File: src/hw/timer_pkg.sv
package timer_pkg;

	localparam logic [7:0]  DIR_RESET        = 8'hFF;
	localparam logic [7:0]  PRESCALER_RESET  = 8'h00;
	localparam logic [7:0]  MODE_RESET       = 8'h00;
	localparam logic [7:0]  CAPTURE_RESET    = 8'h00;
	localparam logic [15:0] COMPARE_RESET    = 16'h0000;
	localparam logic [15:0] COUNT_ALL_ONES   = 16'hFFFF;

	// Prescaler mode register fields
	localparam int CLK_SEL_LSB    = 0;
	localparam int EDGE_EVENT_LSB = 4;
	localparam int EDGE_SECOND_LSB = 6;

	// Mode control register field
	localparam int MODE_LSB = 2;

	// Capture control register fields
	localparam int CAP_FIRST_EN_BIT = 0;

	// Direction register bits of the two timer pins
	localparam int DIR_EVENT_BIT  = 0;
	localparam int DIR_SHARED_BIT = 1;

	// Count clock dividers of the peripheral clock, as shift amounts
	localparam int DIV_MID_SHIFT  = 2;
	localparam int DIV_SLOW_SHIFT = 8;
	localparam int DIV_WIDTH      = 8;

	typedef enum logic [1:0]
	{
		CLK_SEL_FULL  = 2'h0,
		CLK_SEL_MID   = 2'h1,
		CLK_SEL_SLOW  = 2'h2,
		CLK_SEL_EVENT = 2'h3
	} clk_sel_t;

	typedef enum logic [1:0]
	{
		EDGE_FALL = 2'h0,
		EDGE_RISE = 2'h1,
		EDGE_BAD  = 2'h2,
		EDGE_BOTH = 2'h3
	} edge_sel_t;

	typedef enum logic [1:0]
	{
		MODE_STOP    = 2'h0,
		MODE_FREE    = 2'h1,
		MODE_RESTART = 2'h2,
		MODE_MATCH   = 2'h3
	} run_mode_t;

endpackage : timer_pkg

File: src/hw/edge_filter.sv
module edge_filter
(
	input  wire logic                 sys_clk_i,  // Peripheral clock
	input  wire logic                 nrst_i,     // Synchronous reset, active low
	input  wire logic                 clear_i,    // Timer stopped
	input  wire logic                 sample_i,   // Sampling strobe
	input  wire logic                 pin_i,      // Raw pin level
	input  wire timer_pkg::edge_sel_t edge_sel_i, // Valid edge choice
	output logic                      edge_o      // Filtered valid edge pulse
);
	import timer_pkg::*;

	typedef struct packed
	{
		logic samp;
		logic level;
		logic edge_p;
	} filt_state_t;

	filt_state_t st_reg;
	filt_state_t st_next;

	always_comb
	begin
		st_next        = st_reg;
		st_next.edge_p = 1'b0;
		if (clear_i)
		begin
			st_next.samp  = 1'b0;
			st_next.level = 1'b0;
		end
		else if (sample_i)
		begin
			st_next.samp = pin_i;
			// New level accepted only after two equal samples
			if ((st_reg.samp == pin_i) && (pin_i != st_reg.level))
			begin
				st_next.level = pin_i;
				case (edge_sel_i)
					EDGE_FALL: st_next.edge_p = ~pin_i;
					EDGE_RISE: st_next.edge_p = pin_i;
					EDGE_BOTH: st_next.edge_p = 1'b1;
					default:   st_next.edge_p = 1'b0;
				endcase
			end
		end
	end

	always_ff @(posedge sys_clk_i)
	begin
		if (!nrst_i)
			st_reg <= '0;
		else
			st_reg <= st_next;
	end

	assign edge_o = st_reg.edge_p;

endmodule : edge_filter

File: src/hw/timer_event_counter_capture.sv
// Operation
// - Direction register resets to all ones
// - Direction bit 0 drives, 1 releases
// - Match clears counter, keeps counting, interrupts
// - Count clock from prescaler bits 1:0
// - Match mode: overflow only when compare is all ones
// - Interval is compare plus one ticks
// - Compare below count: run to overflow
// - Event mode counts each valid edge
// - Event edge chosen by prescaler bits 5:4
// - Event input filtered on peripheral clock
// - Counting starts after twice-seen valid edge
// - Free-running and restart-on-edge pulse measurement
// - Capture inputs sampled on count clock
// - Free-running edge captures counter, interrupts
// - Edge codes: 00 fall, 01 rise, 11 both
module timer_event_counter_capture
(
	input  wire logic        SYS_CLK_I,          // Peripheral clock, 40 MHz
	input  wire logic        NRST_I,             // Synchronous reset, active low
	input  wire logic        DIR_WR_I,           // Direction register write strobe
	input  wire logic [7:0]  DIR_WDATA_I,        // Direction register write data
	input  wire logic        PRESCALER_WR_I,     // Prescaler mode register write strobe
	input  wire logic [7:0]  PRESCALER_WDATA_I,  // Prescaler mode register write data
	input  wire logic        MODE_WR_I,          // Mode control register write strobe
	input  wire logic [7:0]  MODE_WDATA_I,       // Mode control register write data
	input  wire logic        CAPTURE_WR_I,       // Capture control register write strobe
	input  wire logic [7:0]  CAPTURE_WDATA_I,    // Capture control register write data
	input  wire logic        COMPARE_WR_I,       // Compare register write strobe
	input  wire logic [15:0] COMPARE_WDATA_I,    // Compare register write data
	input  wire logic        OVERFLOW_CLR_I,     // Overflow flag clear pulse
	input  wire logic        EVENT_PIN_I,        // Event input pin level
	input  wire logic        SECOND_PIN_I,       // Second capture pin level
	output logic [7:0]       DIR_O,              // Direction register contents
	output logic [7:0]       PIN_OE_O,           // Output buffer enables per pin
	output logic             TIMER_OUT_O,        // Timer output pin level
	output logic [7:0]       PRESCALER_O,        // Prescaler mode register contents
	output logic [7:0]       MODE_O,             // Mode control register contents
	output logic [7:0]       CAPTURE_CTL_O,      // Capture control register contents
	output logic [15:0]      MAIN_COUNTER_O,     // Main counter value
	output logic [15:0]      COMPARE_FIRST_O,    // Compare or first capture register
	output logic [15:0]      CAPTURE_SECOND_O,   // Second capture register
	output logic             OVERFLOW_FLAG_O,    // Overflow flag
	output logic             MATCH_IRQ_O,        // Match interrupt request pulse
	output logic             CAPTURE_IRQ_O       // Capture interrupt request pulse
);
	import timer_pkg::*;

	typedef struct packed
	{
		logic [7:0]           dir;
		logic [7:0]           prescaler;
		logic [7:0]           mode;
		logic [7:0]           cap_ctl;
		logic [15:0]          compare;
		logic [15:0]          capture;
		logic [15:0]          counter;
		logic [DIV_WIDTH-1:0] div;
		logic                 ovf;
		logic                 match_p;
		logic                 capture_p;
	} timer_state_t;

	timer_state_t st_reg;
	timer_state_t st_next;

	run_mode_t run_mode;
	clk_sel_t  clk_sel;
	edge_sel_t edge_event;
	edge_sel_t edge_second;
	logic      stopped;
	logic      div_tick;
	logic      event_sample;
	logic      event_edge;
	logic      second_edge;
	logic      count_tick;

	assign run_mode    = run_mode_t'(st_reg.mode[MODE_LSB +: 2]);
	assign clk_sel     = clk_sel_t'(st_reg.prescaler[CLK_SEL_LSB +: 2]);
	assign edge_event  = edge_sel_t'(st_reg.prescaler[EDGE_EVENT_LSB +: 2]);
	assign edge_second = edge_sel_t'(st_reg.prescaler[EDGE_SECOND_LSB +: 2]);
	assign stopped     = (run_mode == MODE_STOP);

	// Divided count clock strobe
	always_comb
	begin
		case (clk_sel)
			CLK_SEL_FULL:  div_tick = 1'b1;
			CLK_SEL_MID:   div_tick = (st_reg.div[DIV_MID_SHIFT-1:0] == '0);
			CLK_SEL_SLOW:  div_tick = (st_reg.div == '0);
			default:       div_tick = 1'b1;
		endcase
	end

	// Event counting samples on every peripheral clock, capture on the count clock
	assign event_sample = (clk_sel == CLK_SEL_EVENT) ? 1'b1 : div_tick;

	edge_filter u_event_filter
	(
		.sys_clk_i  (SYS_CLK_I),
		.nrst_i     (NRST_I),
		.clear_i    (stopped),
		.sample_i   (event_sample),
		.pin_i      (EVENT_PIN_I),
		.edge_sel_i (edge_event),
		.edge_o     (event_edge)
	);

	edge_filter u_second_filter
	(
		.sys_clk_i  (SYS_CLK_I),
		.nrst_i     (NRST_I),
		.clear_i    (stopped),
		.sample_i   (div_tick),
		.pin_i      (SECOND_PIN_I),
		.edge_sel_i (edge_second),
		.edge_o     (second_edge)
	);

	// External edges become the count clock when selected
	assign count_tick = (clk_sel == CLK_SEL_EVENT) ? event_edge : div_tick;

	always_comb
	begin
		st_next           = st_reg;
		st_next.match_p   = 1'b0;
		st_next.capture_p = 1'b0;

		if (DIR_WR_I)
			st_next.dir = DIR_WDATA_I;
		if (PRESCALER_WR_I)
			st_next.prescaler = PRESCALER_WDATA_I;
		if (MODE_WR_I)
			st_next.mode = MODE_WDATA_I;
		if (CAPTURE_WR_I)
			st_next.cap_ctl = CAPTURE_WDATA_I;
		if (COMPARE_WR_I)
			st_next.compare = COMPARE_WDATA_I;
		if (OVERFLOW_CLR_I)
			st_next.ovf = 1'b0;

		if (stopped)
		begin
			st_next.counter = '0;
			st_next.div     = '0;
		end
		else
		begin
			st_next.div = st_reg.div + 1'b1;

			if (count_tick)
			begin
				if ((run_mode == MODE_MATCH) && (st_reg.counter == st_reg.compare))
				begin
					st_next.counter = '0;
					st_next.match_p = 1'b1;
				end
				else
					st_next.counter = st_reg.counter + 1'b1;

				if (st_reg.counter == COUNT_ALL_ONES)
				begin
					if ((run_mode != MODE_MATCH) || (st_reg.compare == COUNT_ALL_ONES))
						st_next.ovf = 1'b1;
				end
			end

			// Capture on the event pin; restart mode also clears the counter
			if ((run_mode == MODE_FREE) || (run_mode == MODE_RESTART))
			begin
				if (event_edge && (clk_sel != CLK_SEL_EVENT))
				begin
					st_next.capture   = st_reg.counter;
					st_next.capture_p = 1'b1;
					if (run_mode == MODE_RESTART)
						st_next.counter = '0;
				end
				if (second_edge)
				begin
					if (st_reg.cap_ctl[CAP_FIRST_EN_BIT])
						st_next.compare = st_reg.counter;
					st_next.match_p = 1'b1;
				end
			end
		end
	end

	always_ff @(posedge SYS_CLK_I)
	begin
		if (!NRST_I)
		begin
			st_reg           <= '0;
			st_reg.dir       <= DIR_RESET;
			st_reg.prescaler <= PRESCALER_RESET;
			st_reg.mode      <= MODE_RESET;
			st_reg.cap_ctl   <= CAPTURE_RESET;
			st_reg.compare   <= COMPARE_RESET;
		end
		else
			st_reg <= st_next;
	end

	assign DIR_O            = st_reg.dir;
	assign PIN_OE_O         = ~st_reg.dir;
	assign TIMER_OUT_O      = 1'b0;
	assign PRESCALER_O      = st_reg.prescaler;
	assign MODE_O           = st_reg.mode;
	assign CAPTURE_CTL_O    = st_reg.cap_ctl;
	assign MAIN_COUNTER_O   = st_reg.counter;
	assign COMPARE_FIRST_O  = st_reg.compare;
	assign CAPTURE_SECOND_O = st_reg.capture;
	assign OVERFLOW_FLAG_O  = st_reg.ovf;
	assign MATCH_IRQ_O      = st_reg.match_p;
	assign CAPTURE_IRQ_O    = st_reg.capture_p;

endmodule : timer_event_counter_capture

File: config.mk
export PLATFORM = sky130hd
export DESIGN_NAME = timer_event_counter_capture
export DESIGN_NICKNAME = d
export VERILOG_FILES = /design/src/hw/timer_pkg.sv /design/src/hw/edge_filter.sv /design/src/hw/timer_event_counter_capture.sv
export SDC_FILE = /design/constraint.sdc
export NUM_CORES = 1
export LEC_CHECK = 0
export BUFFER_PORTS_ARGS = -buffer_cell sky130_fd_sc_hd__buf_4
export CORE_MARGIN = 2
export CORE_UTILIZATION = 50
export DETAILED_ROUTE_END_ITERATION = 8
export GPL_ROUTABILITY_DRIVEN = 0
export PLACE_DENSITY = 0.78
export SLEW_MARGIN = 10
export SYNTH_ARGS = -nofsm -noshare
export SYNTH_HDL_FRONTEND = slang
export SYNTH_SLANG_ARGS = --single-unit
File: constraint.sdc
create_clock -name SYS_CLK_I -period 3.85 [get_ports SYS_CLK_I]
set_input_delay 0.77 -clock SYS_CLK_I [delete_from_list [all_inputs] [get_ports SYS_CLK_I]]
set_output_delay 0.77 -clock SYS_CLK_I [all_outputs]
set_load 0.03 [all_outputs]
==> flow_summary.yaml <==
status:
  status: "finished clean"
timing:
  fin_skew_ns: 0.01190
  drv_slew: 0
  final_hold_viol_count: 0
  rsz0062_at_grt: "no"
  setup_viol: 0
  tns_ns: 0
  fin_crit_sh_pct: 66.46
  finalCriticalPeriod_ns: 2.559
  worst_slew_pin_slew_ns: 0.7734
  fin_ws_ns: 1.291
  slew-limit-headroom_pct: 48.25
  fmax_mhz: 390.8
worst_setup_path:
  cp-end-kind: "register"
  cp.required_ns: 4.12
  setup.worst_path.class: "reg2reg"
  worstPathMaxFanout: 18
  arrival_ns: 2.83
  start_kind: "register"
  r2r_slack_ns: 1.29
synthesis:
  ys_seq_area_share_pct: 38.05
  synth_top_area_share_pct: 38.05
  ys_ff_latch: 97
  synth.avg_cell_area_um2: 8.830
  synth_area_leader_cell: "dfxtp_1"
  synth_area_leaders: "dfxtp_1, buf_4, mux2i_1"
  yosys_most_used_dff: "dfxtp_1"
  syn_inst: 578
  yosys_warnings: 0
  async_flop_share_pct: 0
  syn-cell-area_um2: 5104
  synth_edf_count: 0
  yosys.cell_types.count: 50
  syn-num-nets: 645
final_layout:
  final_cell_mix: "buf_4, dfxtp_1, nand2_1"
  syn_to_final_growth_pct: 14.27
  final-seq-area_um2: 1942
  fin_nets: 692
  diodes: 0
  fillCellCount: 894
  drive_gt1_share_pct: 26.98
  multi_input_area_um2: 2317
  final_common_cell: "buf_4"
cts:
  path_clk_slew_ns: 0.11
  clk-insertion-delay-late_ns: 0.37
  tritoncts: "yes"
  cts-buffers-inserted: 9
  cts_max_level: 3
  cts_resized: 0
  clock-root-buffer: "clkbuf_8"
  post_cts_buffers: 0
  clk_path_buf_depth: 2
  clock_sinks: 97
  cts_hold_buf: 0
die:
  start_util_pct: 51.98
  dieWidth_um: 105.0
  coreArea_um2: 9819
  num_rows: 36
  io_pins: 150
  die-area_um2: 11030
  die_h_um: 105.0
routing:
  wire_per_inst_um: 14.83
  finalWirelength_um: 11320
  num_vias: 4023
  drc: 0
  detail-route-antenna-nets: 0
  routed_via_density: 5.273
  drtPass1Iterations: 4
  detail_route.iter0.violations: 206
min_path:
  hp-class: "reg2reg"
placement:
  dp_hpwl_um: 8370
  io_buffers: 148
  post-place-ws_ns: 1.258
grt:
  overflow: 0
  grt_pass1_wl_um: 18500
  antenna_found_initial: 0
  grt_max_degree: 66
  grt_pass1_vias: 3858
  track_usage_pct: 20.33
power_and_ir_drop:
  power.density_nw_per_um2: 351.6
  max-vdd-ir-drop_uv: 208.5
  finalPower_mw: 2.051
  p_leak_nw: 2.775
job:
  drv_cap: 0
-- stage by stage --
step | instances | instance area (um2) | hold slack [ns] | util, %
floorplan | 578 | 5104 | 0.4258 | -
global placement | 747 | 5642 | 0.4373 | 57.45
detailed placement | 747 | 5642 | 0.4537 | 57.45
CTS | 763 | 5832 | 0.4742 | 59.39
global route | 763 | 5832 | 0.4935 | 59.39
finish | 763 | 5832 | 0.4715 | 59.39
-- area by class of cell --
class	count	share of cell area [%]
Multi-Input combinational cell	343	39.73
Sequential cell	97	33.30
Timing Repair Buffer	150	19.31
Tap cell	133	2.853
Clock buffer	9	2.124
Inverter	24	1.545
Clock inverter	7	1.137
-- critical path, stage by stage, from the launching register on --
cell      delay (ns)
dfxtp_1         0.39
inv_1           0.08
ha_1            0.24
nand2b_1        0.45
a21o_1          0.31
nor2_1          0.61
o2bb2a_1        0.30
o41ai_1         0.06
-- metal layers --
layer / GRT usage [%] / vias to the layer above / share of wire [%]
met1: 24.76 / 1908 / 43
met5: 0 / - / 0
met3: 3.930 / 12 / 4.8
met2: 36.18 / 129 / 51
met4: 6.000 / 0 / 1.2
li1: - / 1974 / -
-- worst paths after layout --
check                         end                 start  cells past startpoint
max            MAIN_COUNTER_O[13]             MODE_O[2]                      7
min          CAPTURE_SECOND_O[12]  CAPTURE_SECOND_O[12]                      2
max reg2reg    MAIN_COUNTER_O[13]             MODE_O[2]                      7
min reg2reg  CAPTURE_SECOND_O[12]  CAPTURE_SECOND_O[12]                      2
-- cells in the mapped netlist, drive strengths merged, types with 4 or more instances --
cell and instances:
and3 4, mux2i 43, nand4 7, xor2 16
nor2 29, o21ai 9, dfxtp 97, o211ai 8
inv 24, o2bb2ai 7, ha 9, nor4 4
nor3 7, a21boi 16, nor2b 30, a21oi 13
o211a 16, buf 94, clkbuf 20, nand3 12
nand2 69, and4 4, xnor2 7
-- power breakdown --
group | internal, mW | switching, mW
combinational | 0.154 | 0.189
sequential | 1.04 | 0.0318
clock | 0.248 | 0.391
-- cells by family after synthesis --
logic type	after synthesis	synth area share (%)
fa+ha+maj	9	2.206
xor+xnor	23	3.947
buf+inv	138	16.55
simple gates	178	17.26
mux	43	8.433
other cells	1	0.07348
compound gates	89	13.48
flops	97	38.05
No activity file was read; power rests on OpenSTA's default activity.
